**src/design/timer_two_defs.svh**
```systemverilog
/*
 * Register offsets, bit positions, reset values and interrupt status bit indices of the
 * timer two control block. Assumes inclusion by bare name from design files.
 */
`ifndef TIMER_TWO_DEFS_SVH
`define TIMER_TWO_DEFS_SVH

`define T2_CTRL_ADDR 8'hC8
`define T2_IRQ_STATUS_ADDR 8'hC9
`define T2_IRQ_CLEAR_ADDR 8'hCA
`define T2_IRQ_ENABLE_ADDR 8'hCB
`define T2_COUNT_LO_ADDR 8'hCC
`define T2_COUNT_HI_ADDR 8'hCD
`define T2_RELOAD_LO_ADDR 8'hCE
`define T2_RELOAD_HI_ADDR 8'hCF
`define T2_MODE_ADDR 8'hD0

`define T2_BIT_OVF 7
`define T2_BIT_EXT 6
`define T2_BIT_RXSEL 5
`define T2_BIT_TXSEL 4
`define T2_BIT_EXTEN 3
`define T2_BIT_RUN 2
`define T2_BIT_CT 1
`define T2_BIT_CPRL 0

`define T2_CTRL_RESET 8'h00
`define T2_WORD_RESET 16'h0000

`define T2_IRQ_OVF 0
`define T2_IRQ_EXT 1
`define T2_IRQ_BAUD 2

`endif

```
**src/design/timer_two_pkg.sv**
```systemverilog
/*
 * Types shared by the timer two control block and its register memory.
 * Assumes the defs header carries every numeric constant.
 */
package timer_two_pkg;
	typedef logic [7:0] byte_t;
	typedef logic [15:0] word_t;
	typedef enum logic [1:0] {
		ACC_NONE,
		ACC_WRITE,
		ACC_READ
	} access_t;
endpackage : timer_two_pkg

```
**src/design/timer_two_word_if.sv**
```systemverilog
/*
 * Carrier between the control block and the count/reload store.
 * Assumes one clock shared by both ends.
 */
`timescale 1ns/10ps
interface timer_two_word_if;
	timer_two_pkg::word_t countWr;
	logic countWe;
	timer_two_pkg::word_t countRd;
	timer_two_pkg::word_t reloadWr;
	logic reloadWe;
	timer_two_pkg::word_t reloadRd;
	modport ctrl (output countWr, output countWe, input countRd, output reloadWr, output reloadWe, input reloadRd);
	modport store (input countWr, input countWe, output countRd, input reloadWr, input reloadWe, output reloadRd);
endinterface : timer_two_word_if

```
**src/design/timer_two_store.sv**
```systemverilog
/*
 * Count and reload/capture words of timer two, read data from registers.
 * Assumes the control block writes at most one word of each per cycle.
 */
`timescale 1ns/10ps
`include "timer_two_defs.svh"
module timer_two_store (
	input wire logic core_clk,
	input wire logic srst,
	timer_two_word_if.store words
);
	timer_two_pkg::word_t count_q;
	timer_two_pkg::word_t reload_q;

	always_ff @(posedge core_clk) begin
		if (srst) begin
			count_q <= `T2_WORD_RESET;
		end else if (words.countWe) begin
			count_q <= words.countWr;
		end
	end

	always_ff @(posedge core_clk) begin
		if (srst) begin
			reload_q <= `T2_WORD_RESET;
		end else if (words.reloadWe) begin
			reload_q <= words.reloadWr;
		end
	end

	assign words.countRd = count_q;
	assign words.reloadRd = reload_q;
endmodule : timer_two_store

```
**src/design/timer_two_ctrl.sv**
```systemverilog
/*
 * Control register, flags, counting and interrupt of timer two.
 * Assumes pins synchronous to core_clk and a one-cycle strobe register port.
 */
// Decided for this implementation: the plain strobed port.
`timescale 1ns/10ps
`include "timer_two_defs.svh"
module timer_two_ctrl (
	input wire logic core_clk,
	input wire logic srst,
	input wire logic [7:0] regAddr,
	input wire logic [7:0] regWrData,
	input wire logic regWrite,
	input wire logic regRead,
	input wire logic [7:0] bitMask,
	input wire logic externalTriggerPin,
	input wire logic countPin,
	input wire logic timerOneOverflow,
	input wire logic updownCountEnable,
	input wire logic timerIrqEnable,
	output logic [7:0] regRdData,
	output logic timerIrq,
	output logic rxBaudClock,
	output logic txBaudClock,
	output logic irqLine
);
	timer_two_word_if words ();

	timer_two_store store_inst (
		.core_clk(core_clk),
		.srst(srst),
		.words(words)
	);

	////////////////////////////////////////////////////////////////////////////
	function automatic logic hit(input logic [7:0] addr, input logic [7:0] target);
		hit = addr == target;
	endfunction : hit

	function automatic logic [7:0] merge(input logic [7:0] old, input logic [7:0] val, input logic [7:0] mask);
		merge = (old & ~mask) | (val & mask);
	endfunction : merge

	////////////////////////////////////////////////////////////////////////////
	logic [7:0] ctrl_q;
	logic [2:0] irqStatus_q;
	logic [2:0] irqEnable_q;
	logic trigPrev_q;
	logic countPrev_q;
	logic ovfPulse;
	logic trigFall;
	logic countTick;
	logic baudMode;
	logic writeCtrl;
	logic [7:0] ctrlWr;

	assign baudMode = ctrl_q[`T2_BIT_RXSEL] | ctrl_q[`T2_BIT_TXSEL];
	assign trigFall = trigPrev_q & ~externalTriggerPin & ctrl_q[`T2_BIT_EXTEN];
	assign countTick = ctrl_q[`T2_BIT_RUN] &
		(ctrl_q[`T2_BIT_CT] ? (countPrev_q & ~countPin) : 1'b1);
	assign ovfPulse = countTick & (words.countRd == 16'hFFFF);
	assign writeCtrl = regWrite & hit(regAddr, `T2_CTRL_ADDR);
	// bit mask lets a single-bit instruction touch one bit only
	assign ctrlWr = merge(ctrl_q, regWrData, bitMask);

	always_ff @(posedge core_clk) begin
		if (srst) begin
			trigPrev_q <= 1'b1;
			countPrev_q <= 1'b1;
		end else begin
			trigPrev_q <= externalTriggerPin;
			countPrev_q <= countPin;
		end
	end

	////////////////////////////////////////////////////////////////////////////
	// flags: hardware set wins over a same-cycle software clear
	always_ff @(posedge core_clk) begin
		if (srst) begin
			ctrl_q <= `T2_CTRL_RESET;
		end else begin
			if (writeCtrl) begin
				ctrl_q <= ctrlWr;
			end
			if (ovfPulse & ~baudMode) begin
				ctrl_q[`T2_BIT_OVF] <= 1'b1;
			end
			if (trigFall) begin
				ctrl_q[`T2_BIT_EXT] <= 1'b1;
			end
		end
	end

	////////////////////////////////////////////////////////////////////////////
	// counting, capture and reload
	always_comb begin
		words.countWe = 1'b0;
		words.countWr = words.countRd;
		words.reloadWe = 1'b0;
		words.reloadWr = words.reloadRd;
		if (regWrite & hit(regAddr, `T2_COUNT_LO_ADDR)) begin
			words.countWe = 1'b1;
			words.countWr = {words.countRd[15:8], regWrData};
		end else if (regWrite & hit(regAddr, `T2_COUNT_HI_ADDR)) begin
			words.countWe = 1'b1;
			words.countWr = {regWrData, words.countRd[7:0]};
		end else if (ovfPulse & (baudMode | ~ctrl_q[`T2_BIT_CPRL])) begin
			words.countWe = 1'b1;
			words.countWr = words.reloadRd;
		end else if (trigFall & ~baudMode & ~ctrl_q[`T2_BIT_CPRL]) begin
			words.countWe = 1'b1;
			words.countWr = words.reloadRd;
		end else if (countTick) begin
			words.countWe = 1'b1;
			words.countWr = words.countRd + 16'h0001;
		end
		if (regWrite & hit(regAddr, `T2_RELOAD_LO_ADDR)) begin
			words.reloadWe = 1'b1;
			words.reloadWr = {words.reloadRd[15:8], regWrData};
		end else if (regWrite & hit(regAddr, `T2_RELOAD_HI_ADDR)) begin
			words.reloadWe = 1'b1;
			words.reloadWr = {regWrData, words.reloadRd[7:0]};
		end else if (trigFall & ~baudMode & ctrl_q[`T2_BIT_CPRL]) begin
			words.reloadWe = 1'b1;
			words.reloadWr = words.countRd;
		end
	end

	////////////////////////////////////////////////////////////////////////////
	// baud clock routing, one-cycle pulses
	always_ff @(posedge core_clk) begin
		if (srst) begin
			rxBaudClock <= 1'b0;
			txBaudClock <= 1'b0;
		end else begin
			rxBaudClock <= ctrl_q[`T2_BIT_RXSEL] ? ovfPulse : timerOneOverflow;
			txBaudClock <= ctrl_q[`T2_BIT_TXSEL] ? ovfPulse : timerOneOverflow;
		end
	end

	// cpu request: level, the flags are never cleared by servicing
	always_ff @(posedge core_clk) begin
		if (srst) begin
			timerIrq <= 1'b0;
		end else begin
			timerIrq <= timerIrqEnable & (ctrlWr[`T2_BIT_OVF] & writeCtrl | ~writeCtrl & ctrl_q[`T2_BIT_OVF]
				| (writeCtrl ? ctrlWr[`T2_BIT_EXT] : ctrl_q[`T2_BIT_EXT]) & ~updownCountEnable
				| ovfPulse & ~baudMode | trigFall & ~updownCountEnable);
		end
	end

	////////////////////////////////////////////////////////////////////////////
	// sticky event status, write-one clear, enable mask
	logic [2:0] events;
	logic [2:0] irqStatus_d;
	logic [2:0] irqEnable_d;
	assign events = {ovfPulse & baudMode, trigFall, ovfPulse & ~baudMode};

	// a new event beats a same-cycle clear
	always_comb begin
		irqStatus_d = irqStatus_q | events;
		if (regWrite & hit(regAddr, `T2_IRQ_CLEAR_ADDR)) begin
			irqStatus_d = (irqStatus_q & ~regWrData[2:0]) | events;
		end
	end

	always_comb begin
		irqEnable_d = irqEnable_q;
		if (regWrite & hit(regAddr, `T2_IRQ_ENABLE_ADDR)) begin
			irqEnable_d = regWrData[2:0];
		end
	end

	always_ff @(posedge core_clk) begin
		if (srst) begin
			irqStatus_q <= 3'h0;
		end else begin
			irqStatus_q <= irqStatus_d;
		end
	end

	always_ff @(posedge core_clk) begin
		if (srst) begin
			irqEnable_q <= 3'h0;
		end else begin
			irqEnable_q <= irqEnable_d;
		end
	end

	// line follows next status and mask, so a clear drops it with no cycle of lag
	always_ff @(posedge core_clk) begin
		if (srst) begin
			irqLine <= 1'b0;
		end else begin
			irqLine <= |(irqStatus_d & irqEnable_d);
		end
	end

	////////////////////////////////////////////////////////////////////////////
	always_ff @(posedge core_clk) begin
		if (srst) begin
			regRdData <= 8'h00;
		end else if (regRead) begin
			unique case (regAddr)
				`T2_CTRL_ADDR: regRdData <= ctrl_q;
				`T2_IRQ_STATUS_ADDR: regRdData <= {5'h00, irqStatus_q};
				`T2_IRQ_ENABLE_ADDR: regRdData <= {5'h00, irqEnable_q};
				`T2_COUNT_LO_ADDR: regRdData <= words.countRd[7:0];
				`T2_COUNT_HI_ADDR: regRdData <= words.countRd[15:8];
				`T2_RELOAD_LO_ADDR: regRdData <= words.reloadRd[7:0];
				`T2_RELOAD_HI_ADDR: regRdData <= words.reloadRd[15:8];
				default: regRdData <= 8'h00;
			endcase
		end else begin
			regRdData <= 8'h00;
		end
	end
endmodule : timer_two_ctrl

```
**config.mk**
```make
export PLATFORM = sky130hd
export DESIGN_NAME = timer_two_ctrl
export DESIGN_NICKNAME = d
export VERILOG_FILES = /design/src/design/timer_two_pkg.sv /design/src/design/timer_two_word_if.sv /design/src/design/timer_two_store.sv /design/src/design/timer_two_ctrl.sv
export VERILOG_INCLUDE_DIRS = /design/src /design/src/design
export SDC_FILE = /design/constraint.sdc
export NUM_CORES = 1
export LEC_CHECK = 0
export BUFFER_PORTS_ARGS = -buffer_cell sky130_fd_sc_hd__buf_2
export CORE_UTILIZATION = 55
export CTS_CLUSTER_DIAMETER = 40
export DETAILED_ROUTE_END_ITERATION = 8
export PLACE_DENSITY = 0.79
export SLEW_MARGIN = 20
export SYNTH_ARGS = -nofsm -noshare
export SYNTH_HDL_FRONTEND = slang
export SYNTH_HIERARCHICAL = 1
export SYNTH_SLANG_ARGS = --single-unit
export TNS_END_PERCENT = 100
```
**constraint.sdc**
```tcl
create_clock -name core_clk -period 3.58 [get_ports core_clk]
set_clock_uncertainty 0.1 [all_clocks]
set_input_delay 0.716 -clock core_clk [delete_from_list [all_inputs] [get_ports core_clk]]
set_output_delay 0.716 -clock core_clk [all_outputs]
set_load 0.02 [all_outputs]
```
==> results of run 1 <==
[worst min-delay path by stage]
| stage | end | slack (ps) | cells after the start |
|---|---|---|---|
| global placement | irqStatus_q[1] | 380 | 2 |
| floorplan | store_inst/words.countRd[2] | 350 | 2 |
| finish | irqStatus_q[1] | 380 | 2 |
| global route | irqStatus_q[1] | 420 | 2 |
| detailed placement | irqStatus_q[1] | 370 | 2 |
| CTS | irqStatus_q[1] | 380 | 2 |
[critical path, cell delays in order]
cell     delay [ps]
buf_2           210
nor2b_1         500
nand2_1         340
nand2_1         460
buf_4           310
mux2i_1         230
nor2_1           70
[placed cells by master, fill, tap and decap left out, drive strengths merged, types with 6 or more instances in the layout]
master   count
nor3        11
o21ai       23
o22ai        9
nor2        75
xnor2        7
nand3       21
dfxtp       60
mux4         8
nand2       39
clkbuf      11
buf         56
a31oi        6
a2bb2oi      7
mux2i       68
a21oi       11
[Yosys cell counts (7+ instances only)]
master / n / share of area [%]
nor2_1: 73 / 7.1
xnor2_1: 7 / 1.6
nand2_1: 37 / 3.6
nor3_1: 10 / 1.3
clkbuf_1: 12 / 1.2
a2bb2oi_1: 7 / 1.6
a21oi_1: 10 / 1.3
mux4_2: 8 / 4.7
mux2i_1: 68 / 18
dfxtp_1: 60 / 31
buf_2: 9 / 1.2
o21ai_0: 17 / 2.2
nand3_1: 18 / 2.3
o22ai_1: 9 / 1.5
[layout make-up]
class	instances	area, um2
clock buffers	11	131
clock inverters	5	100
fillers	581	2430
inverters	4	15.0
multi-input cells	352	2470
flip-flops and latches	60	1200
well taps	80	100
repair buffers	56	310
[logic make-up (layout without fill, tap and decap cells)]
| family | after synthesis | in the layout | share of synthesized area (%) |
|---|---|---|---|
| compound gates | 79 | 79 | 13.7 |
| xor+xnor | 12 | 12 | 2.74 |
| fa+ha+maj | 1 | 1 | 0.326 |
| buf+inv | 30 | 76 | 4.46 |
| flops | 60 | 60 | 31.3 |
| mux | 79 | 79 | 23.3 |
| simple gates | 181 | 181 | 24.2 |
[metal layers]
| metal | vias to the layer above | part of all wire [%] | global-route usage [%] |
|---|---|---|---|
| met2 | 239 | 45 | 49.7 |
| met5 | - | 0 | 0 |
| met1 | 1688 | 41 | 39.3 |
| li1 | 1691 | - | - |
| met4 | 0 | 3.7 | 13.9 |
| met3 | 45 | 9.6 | 8.47 |
[per-stage QoR]
stage | setup slack (ps) | cell area, um2 | util (%)
floorplan | 1040 | 3840 | -
global placement | 702 | 4100 | 60.6
detailed placement | 614 | 4100 | 60.6
CTS | 942 | 4330 | 64.0
global route | 722 | 4330 | 64.0
finish | 844 | 4330 | 64.0
[power breakdown]
group,total [mW],internal [mW],switching (mW)
logic,0.0888,0.0327,0.0562
clock network,0.743,0.461,0.282
registers,0.670,0.670,0.000591
total,1.50,1.16,0.339
[state kept, by name, summed over array words and instances, names as in the netlist, named ones only]
register	count
rxBaudClock	1
txBaudClock	1
ctrl_q	2
irqStatus_q	3
irqEnable_q	3
irqLine	1
regRdData	8
trigPrev_q	1
timerIrq	1
store_inst/words.countRd	16
store_inst/words.reloadRd	16
countPrev_q	1
==> results_dict.tcl, run 1 <==
set metrics [dict create \
    ant_nets 0 \
    status "finished clean" \
    vias_per_cell 6.45 \
    crit_start "regAddr[1]" \
    core-area_um2 6760 \
    synth_seq_area_share_pct 31.3 \
    maxCapViolations 0 \
    numCtsBuffers 9 \
    grt_setup_unrepaired "false" \
    crit_path_max_fanout 11 \
    synth_edf_count 0 \
    min_from "irqStatus_q[1]" \
    wl_per_cell_um 19.3 \
    area_growth_pct 12.6 \
    netlist_area_um2 3840 \
    die_h_um 85.6 \
    syn_nets 476 \
    boundaryPins 45 \
    dr.pass1.iters 7 \
    grt_pass1_wl_um 17100 \
    ys_types 61 \
    reg2reg_depth 10 \
    async_flop_share_pct 0 \
    drc_errors 0 \
    drt_iter0_drc 427 \
    grt_usage_pct 31.0 \
    cts_resized 0 \
    grt_max_degree 41 \
    power_mw 1.50 \
    stdcell_count 568 \
    ys_ff_latch 60 \
    ir_drop_mv 0.199 \
    numPortBuffers 44 \
    grt_overflow 0 \
    critPathArrivalTime_ps 2840 \
    clkTransAtPathRegs_ps 70 \
    setup-violations-final 0 \
    avgSynthCellArea_um2 8.69 \
    root_buffer "clkbuf_8" \
    drt-total-wl_um 11000 \
    critPathLaunchType "input pin" \
    cts_buffer_depth 2 \
    vias 3663 \
    synthFlopType "dfxtp_1" \
    routabilityCongestion 0.961 \
    fin_crit_ps 2740 \
    hold_path.class "flip-flop to flip-flop" \
    cts_max_level 3 \
    clock_sinks 60 \
    antenna_found_initial 0 \
    r2r-start "store_inst/words.countRd[2]" \
    maxSlewViolCount 0 \
    fin_nets 517 \
    die_w_um 85.6 \
    row_count 30 \
    post-route-period-util_pct 76.4 \
    clock_latency_ps 360 \
    powerDensity_nw_per_um2 347 \
    ctsHoldBuffers 0 \
    layout-drive-gt1-share_pct 20.7 \
    initial_core_util_pct 56.9 \
    ys_warn_count 6 \
    timing.reg2reg.setup_slack_ps 910 \
    worstSetupPathType "input pin to flip-flop" \
    critical_path_required_ps 3690 \
    dp_cells 552 \
    n_antenna_cell 0 \
    fin_tns_setup_ps 0 \
    critPathCaptureType "flip-flop" \
    whs_ps 382 \
    postCtsSetupBuffers 0 \
    grt_pass1_vias 3349 \
    cts_tree "done" \
    slew-limit-headroom_pct 46.6 \
    synth_cells 442 \
    power.leakage_nw 1.76 \
    die-area_um2 7320 \
    crit_path_end "store_inst/words.reloadRd[10]" \
    hold_viol_final 0 \
    max_freq_mhz 365 \
    post-dp-hpwl_um 7830 \
    tightest_slew_ps 801 \
    r2r_end "store_inst/words.countRd[15]" \
]
(Power assumes the default switching activity.)
==> inputs of run 2 (changes only) <==
--- a/config.mk
+++ b/config.mk
@@ -7,7 +7,7 @@
 export NUM_CORES = 1
 export LEC_CHECK = 0
 export BUFFER_PORTS_ARGS = -buffer_cell sky130_fd_sc_hd__buf_2
-export CORE_UTILIZATION = 55
+export CORE_UTILIZATION = 53
 export CTS_CLUSTER_DIAMETER = 40
 export DETAILED_ROUTE_END_ITERATION = 8
 export PLACE_DENSITY = 0.79
==> constraint.sdc (replaced) <==
create_clock -name core_clk -period 2.5 [get_ports core_clk]
set_clock_uncertainty 0.1 [all_clocks]
set_input_delay 0.5 -clock core_clk [delete_from_list [all_inputs] [get_ports core_clk]]
set_output_delay 0.5 -clock core_clk [all_outputs]
set_load 0.02 [all_outputs]
==> run 2 against run 1 <==
Final cell count grew 6.7%. Global-route usage rose by 0.69 points. Die area up 3.7%. Combinational power increased by 53%. Critical path depth grew 2. Largest power group unchanged. Critical path type is now flip-flop to flip-flop. Sequential cell count unchanged. Register-to-register slack got worse by 750 ps. Non-clock buffer count increased by 23. Clock power increased by 44%. Highest routed layer unchanged. Design area is 4.9% higher. Sequential share of layout area decreased by 1.3 points. Total power grew 44%.
==> results_dict.tcl, run 2 (synthesized netlist as in run 1, its figures left out) <==
set metrics [dict create \
    status "finished clean" \
    die_w_um 87.1 \
    ctsHoldBuffers 0 \
    worstSetupPathType "flip-flop to flip-flop" \
    clock_sinks 60 \
    crit_chain "nor2_1 -> inv_1 -> nor3_1 -> a21o_2 -> nor2_1 -> nand2_1 -> buf_4 -> mux2i_1 -> nor2_1" \
    final_common_cell "nor2_1" \
    area_growth_pct 18.1 \
    ant_nets 0 \
    fin_crit_ps 2340 \
    nFillCells 596 \
    cts_max_level 3 \
    fin_area_um2 4540 \
    cts_resized 0 \
    grt_setup_unrepaired "false" \
    numPortBuffers 44 \
    postCtsSetupBuffers 0 \
    maxSlewViolCount 0 \
    critPathLaunchType "flip-flop" \
    hold_path.class "input pin to flip-flop" \
    critPathCaptureType "flip-flop" \
    boundaryPins 45 \
    hold_viol_final 0 \
    stdcell_count 606 \
    numCtsBuffers 9 \
    cp_top_family "simple AND/OR/NAND/NOR gates" \
    critical_path_required_ps 2640 \
    grt_pass1_vias 3560 \
    vias 3768 \
    grt_max_degree 22 \
    dp_cells 591 \
    place_ws_ps 3.26 \
    grt_usage_pct 31.7 \
    n_antenna_cell 0 \
    die_h_um 87.1 \
    whs_ps 251 \
    power.leakage_nw 1.88 \
    row_count 30 \
    final_cell_mix "73 x nor2_1, 68 x mux2i_1, 60 x dfxtp_1" \
    routabilityCongestion 0.953 \
    fin_tns_setup_ps 0 \
    post_dp_cell_area_um2 4300 \
    critPathBufInv 2 \
    core-area_um2 6910 \
    post-dp-hpwl_um 8240 \
    tightest_slew_ps 509 \
    dr.pass1.iters 5 \
    critPathArrivalTime_ps 2480 \
    powerDensity_nw_per_um2 478 \
    crit_path_max_fanout 8 \
    layout_setup_ws_ps 155 \
    drt_iter0_drc 256 \
    cts_buffer_depth 2 \
    maxCapViolations 0 \
    wl_per_cell_um 18.9 \
    drt-total-wl_um 11400 \
    clkTransAtPathRegs_ps 70 \
    crit_top_cell "nor2_1" \
    fin_nets 540 \
    max_freq_mhz 427 \
    die-area_um2 7590 \
    post-route-period-util_pct 93.8 \
    grt_pass1_wl_um 17900 \
    vias_per_cell 6.22 \
    drc_errors 0 \
    ir_drop_mv 0.209 \
    setup-violations-final 0 \
    slew-limit-headroom_pct 65.8 \
    slowest_stage "nor3_1" \
    root_buffer "clkbuf_8" \
    initial_core_util_pct 55.6 \
    critPathMaxStageDelay_ps 460 \
    grt_overflow 0 \
    antenna_found_initial 0 \
    layout-drive-gt1-share_pct 24.5 \
    cts_tree "done" \
    clock_latency_ps 350 \
]
## run 2: layout make-up
cell class	count	area (um2)	share of cell area (%)
clock buffers	10	138	3.03
clock inverters	5	100	2.21
inverters	4	15.0	0.331
multi-input cells	352	2470	54.4
flip-flops and latches	60	1200	26.5
well taps	96	120	2.65
repair buffers	79	495	10.9
## run 2: where the power goes
| part | switching, mW | internal [mW] | total [mW] | leakage, nW |
|---|---|---|---|---|
| registers | 0.000900 | 0.959 | 0.960 | 0.484 |
| logic | 0.0823 | 0.0532 | 0.136 | 1.27 |
| clock network | 0.391 | 0.680 | 1.07 | 0.122 |
## run 2: worst paths after layout
check / end / slack, ps / cells past startpoint / startpoint
setup / recovery: store_inst/words.countRd[0] / 160 / 9 / flip-flop
hold / removal: countPrev_q / 250 / 2 / countPin
setup reg to reg: store_inst/words.countRd[0] / 160 / 9 / flip-flop
hold reg to reg: irqStatus_q[1] / 390 / 2 / irqStatus_q[1]
## run 2: per-layer routing
metal | GRT usage [%] | vias to the layer above | wire length [um]
met2 | 53.6 | 203 | 5310
met5 | 0 | - | 0
met4 | 20.3 | 0 | 583
met3 | 4.83 | 46 | 843
met1 | 37.7 | 1778 | 4690
li1 | - | 1741 | -
## run 2: through the flow
| step | power [mW] | util, % |
|---|---|---|
| 6_report | 2.17 | 65.7 |
| 5_1_grt | 2.23 | 65.7 |
| 4_1_cts | 2.18 | 65.7 |
| 3_5_place_dp | 1.11 | 62.3 |
| 3_3_place_gp | 1.11 | 62.3 |
| 2_1_floorplan | 1.05 | - |
==> inputs of run 3 (changes only) <==
--- a/config.mk
+++ b/config.mk
@@ -11,6 +11,7 @@
 export CTS_CLUSTER_DIAMETER = 40
 export DETAILED_ROUTE_END_ITERATION = 8
 export PLACE_DENSITY = 0.79
+export RECOVER_POWER = 100
 export SLEW_MARGIN = 20
 export SYNTH_ARGS = -nofsm -noshare
 export SYNTH_HDL_FRONTEND = slang
==> run 3 against run 2 <==
Sequential share of layout area up 0.39 points. Non-clock buffer count unchanged. Fmax up 0.55%. Critical path depth unchanged. Clock power about the same. Worst hold slack better by 0.57 ps. Core utilization down 0.96 points. Largest cell class unchanged. Final cell count unchanged. Worst setup slack better by 13 ps. Combinational power down 5%. Critical path type unchanged.
==> results_dict.tcl, run 3 (synthesized netlist as in run 1, its figures left out) <==
set metrics [dict create \
    status "finished clean" \
    whs_ps 252 \
    place_ws_ps 3.26 \
    numPortBuffers 44 \
    boundaryPins 45 \
    die_w_um 87.1 \
    power_frac_seq_pct 44.5 \
    area_growth_pct 16.4 \
    min_from "countPin" \
    post_dp_cell_area_um2 4300 \
    grt_max_degree 22 \
    worstSetupPathType "flip-flop to flip-flop" \
    critPathArrivalTime_ps 2430 \
    post-dp-hpwl_um 8240 \
    vias_per_cell 6.20 \
    numCtsBuffers 9 \
    routabilityCongestion 0.953 \
    ir_drop_mv 0.209 \
    wl_per_cell_um 18.8 \
    stdcell_count 606 \
    ant_nets 0 \
    dr.pass1.iters 6 \
    cts_resized 0 \
    crit_path_max_fanout 8 \
    final_cell_mix "74 x nor2_1, 68 x mux2i_1, 60 x dfxtp_1" \
    maxCapViolations 0 \
    grt_setup_unrepaired "false" \
    n_antenna_cell 0 \
    drt-total-wl_um 11400 \
    row_count 30 \
    crit_start "store_inst/words.countRd[0]" \
    maxSlewViolCount 0 \
    dp_cells 591 \
    hold_path.class "input pin to flip-flop" \
    cts_buffer_depth 2 \
    slew-limit-headroom_pct 29.0 \
    fin_area_um2 4470 \
    clock_sinks 60 \
    ctsHoldBuffers 0 \
    grt_pass1_vias 3560 \
    layout_setup_ws_ps 168 \
    antenna_found_initial 0 \
    use_met1_pct 37.7 \
    share_comb_of_total_power_pct 6.0 \
    core-area_um2 6910 \
    tightest_slew_ps 1070 \
    drt_iter0_drc 226 \
    setup-violations-final 0 \
    fin_crit_ps 2330 \
    initial_core_util_pct 55.6 \
    die_h_um 87.1 \
    fin_util_pct 64.7 \
    hold_viol_final 0 \
    root_buffer "clkbuf_8" \
    top_usage_layer "met2" \
    grt_pass1_wl_um 17900 \
    critPathCaptureType "flip-flop" \
    fin_tns_setup_ps 0 \
    clkTransAtPathRegs_ps 70 \
    cts_tree "done" \
    clock_latency_ps 350 \
    grt.met3_usage_pct 4.83 \
    power.leakage_nw 1.80 \
    switching_share_pct 21.8 \
    postCtsSetupBuffers 0 \
    pwr-share-clk_pct 49.6 \
    cts_max_level 3 \
    drc_errors 0 \
    critPathLaunchType "flip-flop" \
    r2r-start "store_inst/words.countRd[0]" \
    fin_nets 540 \
    grt_overflow 0 \
    layout-drive-gt1-share_pct 19.8 \
    max_freq_mhz 429 \
    intPower_mw 1.69 \
    use_met2_pct 53.6 \
    powerDensity_nw_per_um2 483 \
    final_common_cell "nor2_1" \
    switchingPower_mw 0.470 \
    die-area_um2 7590 \
    post-route-period-util_pct 93.3 \
    critical_path_required_ps 2600 \
    power_mw 2.16 \
    vias 3758 \
    grt_usage_pct 31.7 \
]
-- run 3: worst max-delay path, stage by stage (launching register included) --
cell      delay, ps
dfxtp_1         340
ha_1            230
o211ai_2        210
nor4_4          390
a21o_2          230
nor2_1           70
nand2_1         100
buf_4           210
mux2i_1         230
nor2_1           60
-- run 3: power groups by stage --
stage / logic [mW] / registers, mW / clock network (mW)
2_1_floorplan: 0.0641 / 0.984 / 0
4_1_cts: 0.133 / 0.960 / 1.09
3_3_place_gp: 0.131 / 0.982 / 0
6_report: 0.129 / 0.960 / 1.07
5_1_grt: 0.137 / 0.960 / 1.13
3_5_place_dp: 0.132 / 0.982 / 0
-- run 3: cell type report --
cell class	count	area, um2
inverter	4	15.0
tap	96	120
sequential	60	1200
clock inverter	5	100
clock buffer	10	138
fill	610	2430
timing repair buffer	79	460
multi-input combinational	352	2440
-- run 3: final timing paths --
kind	endpoint	slack, ps	cells past startpoint
hold reg to reg	irqStatus_q[1]	390	2
hold / removal	countPrev_q	250	2
setup reg to reg	store_inst/words.countRd[0]	170	9
setup / recovery	store_inst/words.countRd[0]	170	9
-- run 3: per-layer routing --
layer | share of wire (%) | up-vias
met3 | 7.9 | 46
met1 | 41 | 1755
met2 | 46 | 220
met4 | 5.1 | 0
met5 | 0 | -
li1 | - | 1737
